<file path="config.mk">
export PLATFORM = sky130hd
export DESIGN_NAME = dpfs_select
export DESIGN_NICKNAME = d
export VERILOG_FILES = /design/src/dpfs_pkg.sv /design/src/dpfs_capture.sv /design/src/dpfs_select.sv /design/src/dpfs_table.sv
export SDC_FILE = /design/constraint.sdc
export NUM_CORES = 1
export LEC_CHECK = 0
export BUFFER_PORTS_ARGS = -buffer_cell sky130_fd_sc_hd__buf_4
export CAP_MARGIN = 20
export CORE_UTILIZATION = 60
export DETAILED_ROUTE_END_ITERATION = 6
export PLACE_DENSITY = 0.79
export SLEW_MARGIN = 20
export SYNTH_ARGS = -nofsm -noshare
export SYNTH_HDL_FRONTEND = slang
export SYNTH_SLANG_ARGS = --single-unit
export TNS_END_PERCENT = 50
</file>
<file path="constraint.sdc">
create_clock -name clk -period 6.2 [get_ports clk]
set_input_delay 1.55 -clock clk [delete_from_list [all_inputs] [get_ports clk]]
set_output_delay 1.55 -clock clk [all_outputs]
set_load 0.005 [all_outputs]
</file>
<file path="src/dpfs_pkg.sv">
// dpfs_pkg: constants and types of the dual synthesizer frequency select front end
// assumes a single 40 MHz system clock; all long times are counted in that clock
package dpfs_pkg;

  // ----------------------------------------------------------------
  // clock and timing
  // ----------------------------------------------------------------
  localparam int unsigned CLK_HZ = 40_000_000;
  localparam int unsigned QUIET_MS = 50;
  localparam int unsigned QUIET_CYC = (CLK_HZ / 1000) * QUIET_MS;
  localparam int unsigned SWITCH_MS = 10;
  localparam int unsigned SWITCH_CYC = (CLK_HZ / 1000) * SWITCH_MS;
  localparam int unsigned TMR_W = 24;

  // ----------------------------------------------------------------
  // tables
  // ----------------------------------------------------------------
  localparam int unsigned VID_ENTRIES = 16;
  localparam int unsigned AUX_ENTRIES = 4;
  localparam int unsigned TBL_DEPTH = VID_ENTRIES + AUX_ENTRIES;
  localparam int unsigned TBL_AW = 5;
  localparam int unsigned DATA_W = 16;
  localparam logic [3:0] VID_RST_IDX = 4'h0;
  localparam logic [1:0] AUX_RST_IDX = 2'h0;
  localparam logic [15:0] DEF_BASE = 16'h0100;
  localparam logic [15:0] DEF_STEP = 16'h0010;

  // ----------------------------------------------------------------
  // serial frame after the start bit: table, address, data (msb first)
  // ----------------------------------------------------------------
  localparam int unsigned FRAME_BITS = 21;
  localparam int unsigned FRM_TBL_POS = 20;
  localparam int unsigned FRM_ADDR_MSB = 19;
  localparam int unsigned FRM_ADDR_LSB = 16;
  localparam int unsigned FRM_DATA_MSB = 15;
  localparam int unsigned SEL_DATA_BIT = 2;
  localparam int unsigned SEL_SHIFT_BIT = 3;
  localparam logic [4:0] FRM_CNT_RST = 5'h00;
  localparam logic [4:0] FRM_CNT_LAST = 5'h14;

  // ----------------------------------------------------------------
  // strobe options and states
  // ----------------------------------------------------------------
  typedef enum logic [1:0] {STB_HIGH_TRANSP, STB_RISE, STB_FALL, STB_LOW_TRANSP} dpfs_stb_mode_t;
  typedef enum logic [1:0] {ST_IDLE, ST_ACTIVE, ST_PROG} dpfs_state_t;

endpackage : dpfs_pkg

</file>
<file path="src/dpfs_capture.sv">
// dpfs_capture: synchronises select lines and strobe, latches them per strobe option
// assumes asynchronous pins; emits one pulse per write seen by the device
`timescale 1ns/1ps
module dpfs_capture #(
  parameter dpfs_pkg::dpfs_stb_mode_t STB_MODE = dpfs_pkg::STB_HIGH_TRANSP
) (
  // clock and reset
  input wire logic clk,
  input wire logic rstn,
  // pins
  input wire logic [3:0] sel_pin,
  input wire logic strobe_pin,
  // captured value
  output logic [3:0] sel_q,
  output logic write_pulse
);

  // ----------------------------------------------------------------
  // synchronisers
  // ----------------------------------------------------------------
  logic [3:0] sel_m_q;
  logic [3:0] sel_s_q;
  logic stb_m_q;
  logic stb_s_q;
  logic stb_p_q;
  logic take;
  logic edge_mode;

  always_ff @(posedge clk) begin
    if (!rstn) begin
      sel_m_q <= 4'h0;
      sel_s_q <= 4'h0;
      // strobe idles high, so no false edge follows reset
      stb_m_q <= 1'b1;
      stb_s_q <= 1'b1;
      stb_p_q <= 1'b1;
    end else begin
      sel_m_q <= sel_pin;
      sel_s_q <= sel_m_q;
      stb_m_q <= strobe_pin;
      stb_s_q <= stb_m_q;
      stb_p_q <= stb_s_q;
    end
  end

  // ----------------------------------------------------------------
  // latch per option
  // ----------------------------------------------------------------
  assign edge_mode = (STB_MODE == dpfs_pkg::STB_RISE) || (STB_MODE == dpfs_pkg::STB_FALL);

  always_comb begin
    case (STB_MODE)
      dpfs_pkg::STB_HIGH_TRANSP: take = stb_s_q;
      dpfs_pkg::STB_RISE: take = stb_s_q && !stb_p_q;
      dpfs_pkg::STB_FALL: take = !stb_s_q && stb_p_q;
      dpfs_pkg::STB_LOW_TRANSP: take = !stb_s_q;
      default: take = 1'b0;
    endcase
  end

  always_ff @(posedge clk) begin
    if (!rstn) begin
      sel_q <= dpfs_pkg::VID_RST_IDX;
      write_pulse <= 1'b0;
    end else begin
      if (take) begin
        sel_q <= sel_s_q;
      end
      write_pulse <= take && (edge_mode || (sel_s_q != sel_q));
    end
  end

  // ----------------------------------------------------------------
  // checks
  // ----------------------------------------------------------------
  chk_latch_hold: assert property (@(posedge clk) disable iff (!rstn)
    (STB_MODE == dpfs_pkg::STB_HIGH_TRANSP) && !$past(stb_s_q) |-> $stable(sel_q))
    else $error("select latch moved while strobe low");
  chk_edge_only: assert property (@(posedge clk) disable iff (!rstn)
    edge_mode && write_pulse |-> $past(stb_s_q) != $past(stb_p_q))
    else $error("edge capture without strobe edge");

endmodule : dpfs_capture

</file>
<file path="src/dpfs_select.sv">
// dpfs_select: frequency selection and serial table loading of a dual synthesizer
// assumes select pins from a graphics controller, asynchronous to clk;
// the synthesizers consume the frequency words driven out here
//
// Functional notes
// - video frequency word comes from the entry the four video select lines address
// - auxiliary frequency word is one of four entries chosen by two aux lines
// - controller may rewrite video and auxiliary table entries any time after power-up
// - standard option: select lines pass while strobe high, held while low
// - build options: rising edge, falling edge, or transparent while strobe low
// - select lines with strobe both choose frequency and load table data
// - video word switches to new entry after a short time-out following a write
// - entry 0 is used from power-up until the time-out following the first write
// - aux lines are decoded directly, unlatched, never used for programming
// - 50 ms without writes clears the shift register; writes then program
`timescale 1ns/1ps
module dpfs_select #(
  parameter dpfs_pkg::dpfs_stb_mode_t STB_MODE = dpfs_pkg::STB_HIGH_TRANSP,
  parameter int unsigned QUIET_CYC = dpfs_pkg::QUIET_CYC,
  parameter int unsigned SWITCH_CYC = dpfs_pkg::SWITCH_CYC
) (
  // clock and reset
  input wire logic clk,
  input wire logic rstn,
  // controller pins
  input wire logic [3:0] video_select_lines,
  input wire logic strobe,
  input wire logic aux_select_low,
  input wire logic aux_select_high,
  // synthesizer words
  output logic [dpfs_pkg::DATA_W-1:0] video_freq_q,
  output logic [dpfs_pkg::DATA_W-1:0] aux_freq_q,
  // status
  output logic [3:0] video_index_q,
  output logic [1:0] aux_index_q,
  output logic prog_busy,
  output logic table_wr_q
);

  localparam int unsigned FB = dpfs_pkg::FRAME_BITS;
  localparam int unsigned TW = dpfs_pkg::TMR_W;

  // ----------------------------------------------------------------
  // capture of the video select lines
  // ----------------------------------------------------------------
  logic [3:0] sel_q;
  logic wr_pulse;

  dpfs_capture #(
    .STB_MODE(STB_MODE)
  ) u_capture (
    .clk(clk),
    .rstn(rstn),
    .sel_pin(video_select_lines),
    .strobe_pin(strobe),
    .sel_q(sel_q),
    .write_pulse(wr_pulse)
  );

  // ----------------------------------------------------------------
  // auxiliary lines: synchronised, decoded directly
  // ----------------------------------------------------------------
  logic [1:0] aux_m_q;
  logic [1:0] aux_s_q;

  always_ff @(posedge clk) begin
    if (!rstn) begin
      aux_m_q <= dpfs_pkg::AUX_RST_IDX;
      aux_s_q <= dpfs_pkg::AUX_RST_IDX;
      aux_index_q <= dpfs_pkg::AUX_RST_IDX;
    end else begin
      aux_m_q <= {aux_select_high, aux_select_low};
      aux_s_q <= aux_m_q;
      aux_index_q <= aux_s_q;
    end
  end

  // ----------------------------------------------------------------
  // quiet timer
  // ----------------------------------------------------------------
  logic [TW-1:0] quiet_cnt_q;
  logic quiet_done;

  assign quiet_done = (quiet_cnt_q >= TW'(QUIET_CYC));

  always_ff @(posedge clk) begin
    if (!rstn) begin
      quiet_cnt_q <= TW'(QUIET_CYC);
    end else if (wr_pulse) begin
      quiet_cnt_q <= '0;
    end else if (!quiet_done) begin
      quiet_cnt_q <= quiet_cnt_q + TW'(1);
    end
  end

  // ----------------------------------------------------------------
  // mode state
  // ----------------------------------------------------------------
  dpfs_pkg::dpfs_state_t state_q;
  logic start_ok;
  logic shift_pulse;
  logic frame_done;
  logic [4:0] bit_cnt_q;
  logic [FB-1:0] shreg_q;
  logic [FB-1:0] shreg_d;
  logic sel3_prev_q;

  assign start_ok = wr_pulse && quiet_done && !sel_q[dpfs_pkg::SEL_SHIFT_BIT] &&
                    !sel_q[dpfs_pkg::SEL_DATA_BIT];
  assign shift_pulse = (state_q == dpfs_pkg::ST_PROG) && wr_pulse && !sel3_prev_q &&
                       sel_q[dpfs_pkg::SEL_SHIFT_BIT];
  assign frame_done = shift_pulse && (bit_cnt_q == dpfs_pkg::FRM_CNT_LAST);
  assign shreg_d = {shreg_q[FB-2:0], sel_q[dpfs_pkg::SEL_DATA_BIT]};
  assign prog_busy = (state_q == dpfs_pkg::ST_PROG);

  always_ff @(posedge clk) begin
    if (!rstn) begin
      state_q <= dpfs_pkg::ST_IDLE;
    end else begin
      case (state_q)
        dpfs_pkg::ST_IDLE: begin
          if (start_ok) begin
            state_q <= dpfs_pkg::ST_PROG;
          end else if (wr_pulse) begin
            state_q <= dpfs_pkg::ST_ACTIVE;
          end
        end
        dpfs_pkg::ST_ACTIVE: begin
          if (start_ok) begin
            state_q <= dpfs_pkg::ST_PROG;
          end else if (quiet_done) begin
            state_q <= dpfs_pkg::ST_IDLE;
          end
        end
        dpfs_pkg::ST_PROG: begin
          if (frame_done) begin
            state_q <= dpfs_pkg::ST_ACTIVE;
          end else if (quiet_done) begin
            state_q <= dpfs_pkg::ST_IDLE;
          end
        end
        default: state_q <= dpfs_pkg::ST_IDLE;
      endcase
    end
  end

  // ----------------------------------------------------------------
  // serial shift register
  // ----------------------------------------------------------------
  always_ff @(posedge clk) begin
    if (!rstn) begin
      sel3_prev_q <= 1'b0;
    end else if (wr_pulse) begin
      sel3_prev_q <= sel_q[dpfs_pkg::SEL_SHIFT_BIT];
    end
  end

  always_ff @(posedge clk) begin
    if (!rstn) begin
      shreg_q <= '0;
      bit_cnt_q <= dpfs_pkg::FRM_CNT_RST;
    end else if (quiet_done || start_ok || frame_done) begin
      shreg_q <= '0;
      bit_cnt_q <= dpfs_pkg::FRM_CNT_RST;
    end else if (shift_pulse) begin
      shreg_q <= shreg_d;
      bit_cnt_q <= bit_cnt_q + 5'h01;
    end
  end

  // ----------------------------------------------------------------
  // table write from a completed frame
  // ----------------------------------------------------------------
  logic [dpfs_pkg::TBL_AW-1:0] wr_addr;
  logic [3:0] frm_addr;

  assign frm_addr = shreg_d[dpfs_pkg::FRM_ADDR_MSB:dpfs_pkg::FRM_ADDR_LSB];
  assign wr_addr = shreg_d[dpfs_pkg::FRM_TBL_POS] ?
                   5'(dpfs_pkg::VID_ENTRIES) + {3'h0, frm_addr[1:0]} : {1'b0, frm_addr};

  always_ff @(posedge clk) begin
    if (!rstn) begin
      table_wr_q <= 1'b0;
    end else begin
      table_wr_q <= frame_done;
    end
  end

  // ----------------------------------------------------------------
  // switch time-out and active entry
  // ----------------------------------------------------------------
  logic [TW-1:0] sw_cnt_q;
  logic sw_pend_q;
  logic sw_fire;

  assign sw_fire = sw_pend_q && (sw_cnt_q >= TW'(SWITCH_CYC - 1));

  always_ff @(posedge clk) begin
    if (!rstn) begin
      sw_pend_q <= 1'b0;
      sw_cnt_q <= '0;
    end else if (wr_pulse) begin
      sw_pend_q <= (state_q != dpfs_pkg::ST_PROG);
      sw_cnt_q <= '0;
    end else if (sw_fire) begin
      sw_pend_q <= 1'b0;
    end else if (sw_pend_q) begin
      sw_cnt_q <= sw_cnt_q + TW'(1);
    end
  end

  always_ff @(posedge clk) begin
    if (!rstn) begin
      video_index_q <= dpfs_pkg::VID_RST_IDX;
    end else if (sw_fire) begin
      video_index_q <= sel_q;
    end
  end

  // ----------------------------------------------------------------
  // frequency table
  // ----------------------------------------------------------------
  dpfs_table u_table (
    .clk(clk),
    .rstn(rstn),
    .wr_en(frame_done),
    .wr_addr(wr_addr),
    .wr_data(shreg_d[dpfs_pkg::FRM_DATA_MSB:0]),
    .rd_a_addr({1'b0, video_index_q}),
    .rd_a_q(video_freq_q),
    .rd_b_addr(5'(dpfs_pkg::VID_ENTRIES) + {3'h0, aux_index_q}),
    .rd_b_q(aux_freq_q)
  );

  // ----------------------------------------------------------------
  // checks
  // ----------------------------------------------------------------
  logic switched_q;

  always_ff @(posedge clk) begin
    if (!rstn) begin
      switched_q <= 1'b0;
    end else if (sw_fire) begin
      switched_q <= 1'b1;
    end
  end

  chk_power_entry: assert property (@(posedge clk) disable iff (!rstn)
    !switched_q |-> video_index_q == dpfs_pkg::VID_RST_IDX)
    else $error("entry other than 0 before first switch");
  chk_switch_cause: assert property (@(posedge clk) disable iff (!rstn)
    $changed(video_index_q) |-> $past(sw_fire))
    else $error("video entry changed without time-out");
  chk_switch_wait: assert property (@(posedge clk) disable iff (!rstn)
    sw_fire |-> sw_cnt_q == TW'(SWITCH_CYC - 1))
    else $error("switch fired before time-out");
  chk_aux_direct: assert property (@(posedge clk) disable iff (!rstn)
    ##2 aux_index_q == $past({aux_select_high, aux_select_low}, 3))
    else $error("aux index not a direct decode of aux lines");
  chk_aux_read: assert property (@(posedge clk) disable iff (!rstn)
    $stable(aux_index_q) && !table_wr_q ##1 $stable(aux_index_q) |-> $stable(aux_freq_q))
    else $error("aux word moved with stable aux select");
  chk_quiet_clear: assert property (@(posedge clk) disable iff (!rstn)
    quiet_done |=> bit_cnt_q == dpfs_pkg::FRM_CNT_RST && shreg_q == '0)
    else $error("shift register not cleared after quiet period");
  chk_prog_entry: assert property (@(posedge clk) disable iff (!rstn)
    state_q != dpfs_pkg::ST_PROG ##1 state_q == dpfs_pkg::ST_PROG |->
      $past(quiet_done) && $past(sel_q[3:2]) == 2'h0)
    else $error("programming entered without quiet and start bit");
  chk_shift_edge: assert property (@(posedge clk) disable iff (!rstn)
    shift_pulse && !frame_done && !quiet_done |=>
      bit_cnt_q == $past(bit_cnt_q) + 5'h01 && shreg_q[0] == $past(sel_q[2]))
    else $error("shift on line 3 rise not taken");
  chk_no_shift: assert property (@(posedge clk) disable iff (!rstn)
    !shift_pulse && !quiet_done && !start_ok && !frame_done |=> $stable(bit_cnt_q))
    else $error("bit counter moved without shift edge");
  chk_prog_hold: assert property (@(posedge clk) disable iff (!rstn)
    wr_pulse && prog_busy |=> !sw_pend_q)
    else $error("programming write scheduled a frequency switch");
  chk_video_read: assert property (@(posedge clk) disable iff (!rstn)
    $stable(video_index_q) && !table_wr_q ##1 $stable(video_index_q) |-> $stable(video_freq_q))
    else $error("video word moved with stable video entry");
  chk_quiet_restart: assert property (@(posedge clk) disable iff (!rstn)
    wr_pulse |=> !quiet_done)
    else $error("quiet period not restarted by a write");
  chk_prog_abort: assert property (@(posedge clk) disable iff (!rstn)
    prog_busy && quiet_done |=> !prog_busy)
    else $error("programming not aborted after quiet period");
  chk_start_clear: assert property (@(posedge clk) disable iff (!rstn)
    start_ok && !prog_busy |=> prog_busy && bit_cnt_q == dpfs_pkg::FRM_CNT_RST)
    else $error("start write did not open a clean frame");
  chk_frame_write: assert property (@(posedge clk) disable iff (!rstn)
    frame_done |=> table_wr_q && !prog_busy)
    else $error("completed frame not written to table");

  cov_switch: cover property (@(posedge clk) disable iff (!rstn) sw_fire && sel_q != video_index_q);
  cov_frame: cover property (@(posedge clk) disable iff (!rstn) frame_done);
  cov_prog_abort: cover property (@(posedge clk) disable iff (!rstn) prog_busy && quiet_done);
  cov_prog_start: cover property (@(posedge clk) disable iff (!rstn) start_ok && !prog_busy);
  cov_aux_change: cover property (@(posedge clk) disable iff (!rstn) $changed(aux_index_q));

endmodule : dpfs_select

</file>
<file path="src/dpfs_table.sv">
// dpfs_table: frequency table memory, video entries then auxiliary entries
// assumes one write port from the serial loader; reads are registered
`timescale 1ns/1ps
module dpfs_table #(
  parameter int unsigned DEPTH = dpfs_pkg::TBL_DEPTH,
  parameter int unsigned AW = dpfs_pkg::TBL_AW,
  parameter int unsigned DW = dpfs_pkg::DATA_W
) (
  // clock and reset
  input wire logic clk,
  input wire logic rstn,
  // write port
  input wire logic wr_en,
  input wire logic [AW-1:0] wr_addr,
  input wire logic [DW-1:0] wr_data,
  // read ports
  input wire logic [AW-1:0] rd_a_addr,
  output logic [DW-1:0] rd_a_q,
  input wire logic [AW-1:0] rd_b_addr,
  output logic [DW-1:0] rd_b_q
);

  logic [DW-1:0] mem_q [DEPTH];

  // ----------------------------------------------------------------
  // entries, preset values at reset
  // ----------------------------------------------------------------
  for (genvar i = 0; i < DEPTH; i++) begin : g_entry
    localparam logic [DW-1:0] PRESET = DW'(dpfs_pkg::DEF_BASE + dpfs_pkg::DEF_STEP * i);
    always_ff @(posedge clk) begin
      if (!rstn) begin
        mem_q[i] <= PRESET;
      end else if (wr_en && (wr_addr == AW'(i))) begin
        mem_q[i] <= wr_data;
      end
    end
  end

  always_ff @(posedge clk) begin
    if (!rstn) begin
      rd_a_q <= DW'(dpfs_pkg::DEF_BASE);
      rd_b_q <= DW'(dpfs_pkg::DEF_BASE + dpfs_pkg::DEF_STEP * dpfs_pkg::VID_ENTRIES);
    end else begin
      rd_a_q <= mem_q[rd_a_addr];
      rd_b_q <= mem_q[rd_b_addr];
    end
  end

  chk_read_path: assert property (@(posedge clk) disable iff (!rstn)
    $past(rstn) |-> rd_a_q == $past(mem_q[rd_a_addr]))
    else $error("video read data not from addressed entry");

endmodule : dpfs_table
</file>
# After elaboration in Yosys (flattened, before gate mapping)
# Memories as Yosys holds them, arrays and structs flattened. A register that Yosys moved wholly into a read port is not among the register bits.
# Index checks and enable logic that the tools add are counted.
[classes] addsub=5 magnitude_cmp=2 n_eq_ne=26 muxes=92 bitwise_logic=22 reduce_logical=42
[op_table] cell="16-bit two-way mux" n=20
[op_table] cell="1-bit two-way mux" n=63
[op_table] cell="24-bit by 1-bit adder with 24-bit output (second input constant)" n=2
[op_table] cell="21-bit two-way mux" n=2
[op_table] cell="5-bit by 4-bit == test with 1-bit output (second input constant)" n=8
[op_table] cell="1-bit logical AND" n=29
[op_table] cell="5-bit == test (second input constant)" n=5
[op_table] cell="24-bit by 19-bit greater-or-equal comparator with 1-bit output (second input constant)" n=1
[op_table] cell="24-bit by 21-bit greater-or-equal comparator with 1-bit output (second input constant)" n=1
[op_table] cell="5-bit by 3-bit == test with 1-bit output (second input constant)" n=4
[op_table] cell="1-bit bitwise OR" n=20
[op_table] cell="5-bit by 2-bit adder with 5-bit output (first input constant)" n=2
[op_table] cell="5-bit by 2-bit == test with 1-bit output (second input constant)" n=2
[op_table] cell="2-bit two-way mux" n=5
[op_table] cell="2-bit case mux with 3 select lines" n=1
[op_table] cell="5-bit by 1-bit adder with 5-bit output (second input constant)" n=1
[op_table] cell="5-bit by 1-bit == test with 1-bit output (second input constant)" n=1
[op_table] cell="1-bit logical NOT" n=5
[op_table] cell="5-bit logical NOT" n=1
[op_table] cell="5-bit two-way mux" n=1
[op_table] cell="4-bit inequality test" n=1
[op_table] cell="2-bit OR reduction" n=2
[op_table] cell="3-bit by 2-bit inequality test with 1-bit output (second input constant)" n=1
[op_table] cell="2-bit by 1-bit == test with 1-bit output (second input constant)" n=1
[op_table] cell="other kinds (8)" n=10
[word_totals] reg_bits=103 ramBits=320 inputBits=9 wordCells=209 memories=1
[mem_list] memory="u_table.mem_q" depth=20 width=16 rd=2 rd_clocked_by_memory_dff=2 write_ports=20 line_no="dpfs_table.sv:23" rtl="logic [DW-1:0] mem_q [DEPTH];"

# Depth between registers and ports, before layout
[depth] word_depth=10 ltp_mapped=8 mapped_depth_nobuf=7

# Modules after synthesis
# From an unflattened synthesis, not the netlist that was laid out.
[unflattened] cells_unflattened=1776 hier_area_um2=22346.4
[by_module_without_submodules] mod="dpfs_table" instances=1 cells_per_inst=1311 area_each_um2=18195.0 seq_area_each_um2=10249.8
[by_module_without_submodules] mod="dpfs_select" instances=1 cells_per_inst=424 area_each_um2=3659.8 seq_area_each_um2=1761.7
[by_module_without_submodules] mod="dpfs_capture" instances=1 cells_per_inst=41 area_each_um2=491.7 seq_area_each_um2=300.3

# Least setup slack after synthesis
# Ideal clock, no wire load.
[synth_path] path_kind="register to register" start="register bit_cnt_q[0]" end="memory u_table.mem_q[12][0] (netlist name), enable pin" setup_ns=0.411 arrival_time_ns=2.884 required_ns=5.789 path_slack_ns=2.905 stages_incl_launch_ff=9 path_buffers=2 synth_period_minus_slack_ns=3.295 cell_sequence="dfxtp_1 > inv_1 > ha_1 > and3b_1 > nand4_1 > or3_1 > clkbuf_1 > clkbuf_1 > o21ai_0"
[synth_lines] item="from (decl)" line_no="dpfs_select.sv:103" rtl="logic [4:0] bit_cnt_q;"
[synth_lines] item="from (signal assigned)" line_no="dpfs_select.sv:161" rtl="bit_cnt_q <= dpfs_pkg::FRM_CNT_RST;"
[synth_lines] item="from (signal assigned)" line_no="dpfs_select.sv:164" rtl="bit_cnt_q <= dpfs_pkg::FRM_CNT_RST;"
[synth_lines] item="from (signal assigned)" line_no="dpfs_select.sv:167" rtl="bit_cnt_q <= bit_cnt_q + 5'h01;"
[synth_lines] item="to (decl)" line_no="dpfs_table.sv:23"

==> flow_summary.yaml <==
clock_network:
  insertion_delay_ns: 0.56
  cts_resized: 0
  cts_tree: "done"
  cts_sinks: 455
  clk_pin_slew_ns: 0.06
  cts-root-buf: "clkbuf_16"
  postCtsHoldBufs: 0
  htreeDepth: 2
  cts_buffer_depth: 3
  cts_setup_buffers: 0
  cts_buffers: 46
power_and_ir_drop:
  vdd_ir_drop_max_mv: 0.2195
  power.density_nw_per_um2: 300.3
  leakage_nw: 6.704
place:
  hpwl_mm: 29.27
  portBuffers: 48
  gp_routability_congestion: 0.9175
  placed_cell_area_um2: 19720
  dpl_worst_slack_ns: 1.870
timing:
  worst_clock_skew_ns: 0.01749
  relSlewSlack: 0.2195
  setup-tns-final_ns: 0
  rsz0062_at_grt: "false"
  worst_slew_pin_slew_ns: 1.171
  setup_violations: 0
  finalWorstPathRequiredPeriod_ns: 4.475
  period_share: 0.7218
  max_freq_ghz: 0.2234
  drv_slew: 0
  final_hold_viol_count: 0
  worst_slack_ns: 1.725
synth:
  synthXorXnorAreaFrac: 0.009642
  synth_fa_ha_area_frac: 0.003280
  yosysTopAreaCell: "edfxtp_1"
  synth.most_common_cell: "edfxtp_1"
  ys_seq_area_frac: 0.6454
  ys_top_cells_by_count: "edfxtp_1 (320), nor2_1 (271), nand2_1 (181), dfxtp_1 (135), and2_1 (102)"
  post_synth_num_cell_types: 56
  syn-mean-instance-area_um2: 12.85
  synth_compound_area_frac: 0.03634
  yosys.area.top_type_share: 0.5037
  ys_dominant_reg_cell: "edfxtp_1"
  synth_top_family_by_area: "simple AND/OR/NAND/NOR gates"
  synth.top_cells.by_area: "edfxtp_1 (50%), dfxtp_1 (14%), mux4_2 (11%), nor2_1 (5.3%), nand2_1 (3.6%)"
  synth_mux_area_frac: 0.1191
  ys_warn_count: 0
  syn-cell-area_um2: 19080
  synthArstFlopShare: 0
  synth_simple_gate_area_frac: 0.1617
  synthCells: 1484
  synth_edf_count: 320
  synth_nets: 1498
  ys_ff_latch: 455
floorplan:
  dieArea_um2: 32510
  coreArea_um2: 30910
  rows: 64
  dieHeight_um: 180.3
  start_util: 0.6171
  pin_count: 49
  die_w_um: 180.3
finish:
  fin_area_um2: 21210
  nFillCells: 2030
  area_growth_pct: 11.20
  drive_gt1_frac: 0.1796
  antennaDiodeCount: 0
  nNetsFinal: 1506
  fin_util: 0.6863
outcome:
  outcome: "finished clean"
drt:
  wl_mm: 46.57
  wl_met1_mm: 17.51
  first_iter_violations: 1511
  final_antenna_net_count: 0
  drt_pre_antenna_iters: 6
  top_layer: "met5"
  wl_met3_mm: 5.929
  avgViaCountPerCell: 6.417
  via_count: 12334
  route.detailed.drc: 0
  wire_per_inst_um: 24.23
  routed-wl-met2_mm: 21.63
worst_setup_path:
  end_kind: "flip-flop"
  crit_required_ns: 6.37
  critPathArrivalTime_ns: 4.64
  cp_max_fo: 56
  timing_worst_setup_path_type: "flip-flop to flip-flop"
  critPathLaunchType: "flip-flop"
grt:
  antenna_found_initial: 0
  grt_util_all_layers: 0.2908
  grt_pass1_vias: 11845
  overflow: 0
  grt_pass1_wl_mm: 70.71
  grt_max_degree: 75
hold_path:
  hp-class: "flip-flop to flip-flop"
job:
  drv_cap: 0
==> layout make-up <==
type	instances	area, um2	area share
clock inverter	15	122.6	0.005780
timing repair buffer	67	506.7	0.02389
clock buffer	67	1354	0.06382
multi-input combinational	910	6371	0.3003
tap	396	495.5	0.02336
inverter	12	45.04	0.002123
sequential	455	12320	0.5807
==> sequential cells by signal, summed over array words and instances (netlist names), 2 cells and up <==
signal	cells
aux_index_q	2
aux_m_q	2
aux_s_q	2
bit_cnt_q	5
quiet_cnt_q	24
shreg_q	20
state_q	2
sw_cnt_q	24
u_capture.sel_m_q	4
u_capture.sel_q	4
u_capture.sel_s_q	4
u_table.mem_q	320
u_table.rd_a_q	16
u_table.rd_b_q	16
video_index_q	4
==> report_power, final <==
group,switching [W],internal [W]
Sequential,0.0000471,0.00336
Clock,0.00113,0.00159
Combinational,0.000150,0.0000954
Total,0.00133,0.00504
==> kinds of logic after synthesis <==
group | after synthesis
AO/OA/AOI/OAI | 105
XOR/XNOR | 21
adder cells (fa/ha/maj) | 5
buffers and inverters | 119
flip-flops | 455
multiplexers | 107
AND/OR/NAND/NOR | 672
==> stage by stage <==
| stage | hold WS [ns] | total power [W] | std cells |
|---|---|---|---|
| final | 0.4105 | 0.006371 | 1922 |
| after detailed placement | 0.4032 | 0.003708 | 1839 |
| after global routing | 0.4435 | 0.006531 | 1922 |
| after floorplan | 0.3863 | 0.003604 | 1484 |
| after global placement | 0.3973 | 0.003693 | 1839 |
| after CTS | 0.4121 | 0.006382 | 1921 |
==> critical path, cell delays in order, from the launching register on <==
cell and delay [ns]:
dfxtp_1 0.65, and3b_1 0.28, nand2_1 0.48, nor4_1 0.79
nand2_2 0.78, o21ai_2 1.07
==> worst paths after layout <==
check	start	endpoint	slack, ns	cells past startpoint
max	u_capture.write_pulse	u_table.mem_q[9][6]	1.72	5
min	u_capture.stb_m_q	u_capture.stb_s_q	0.41	1
max reg2reg	u_capture.write_pulse	u_table.mem_q[9][6]	1.72	5
min reg2reg	u_capture.stb_m_q	u_capture.stb_s_q	0.41	1
==> cell usage in the layout (no fill, tap or decap), types with 10 or more instances in the layout <==
| cell type | netlist | final |
|---|---|---|
| a21oi_1 | 37 | 37 |
| and2_1 | 102 | 102 |
| and3_1 | 19 | 19 |
| buf_4 | 0 | 66 |
| clkbuf_1 | 89 | 12 |
| clkbuf_16 | 0 | 49 |
| dfxtp_1 | 135 | 132 |
| edfxtp_1 | 320 | 320 |
| inv_1 | 10 | 10 |
| mux2i_1 | 11 | 11 |
| mux4_2 | 96 | 96 |
| nand2_1 | 181 | 179 |
| nand3_1 | 18 | 18 |
| nand4_1 | 13 | 13 |
| nor2_1 | 271 | 271 |
| o21ai_2 | 0 | 16 |
| or3_1 | 24 | 23 |
| xnor2_1 | 19 | 19 |
==> per-layer routing <==
metal	up-vias	global-route usage
met5	-	0.008889
met4	2	0.09094
met3	146	0.08650
met2	795	0.4482
met1	6047	0.4007
li1	5344	-
No activity file was read; power rests on OpenSTA's default activity.
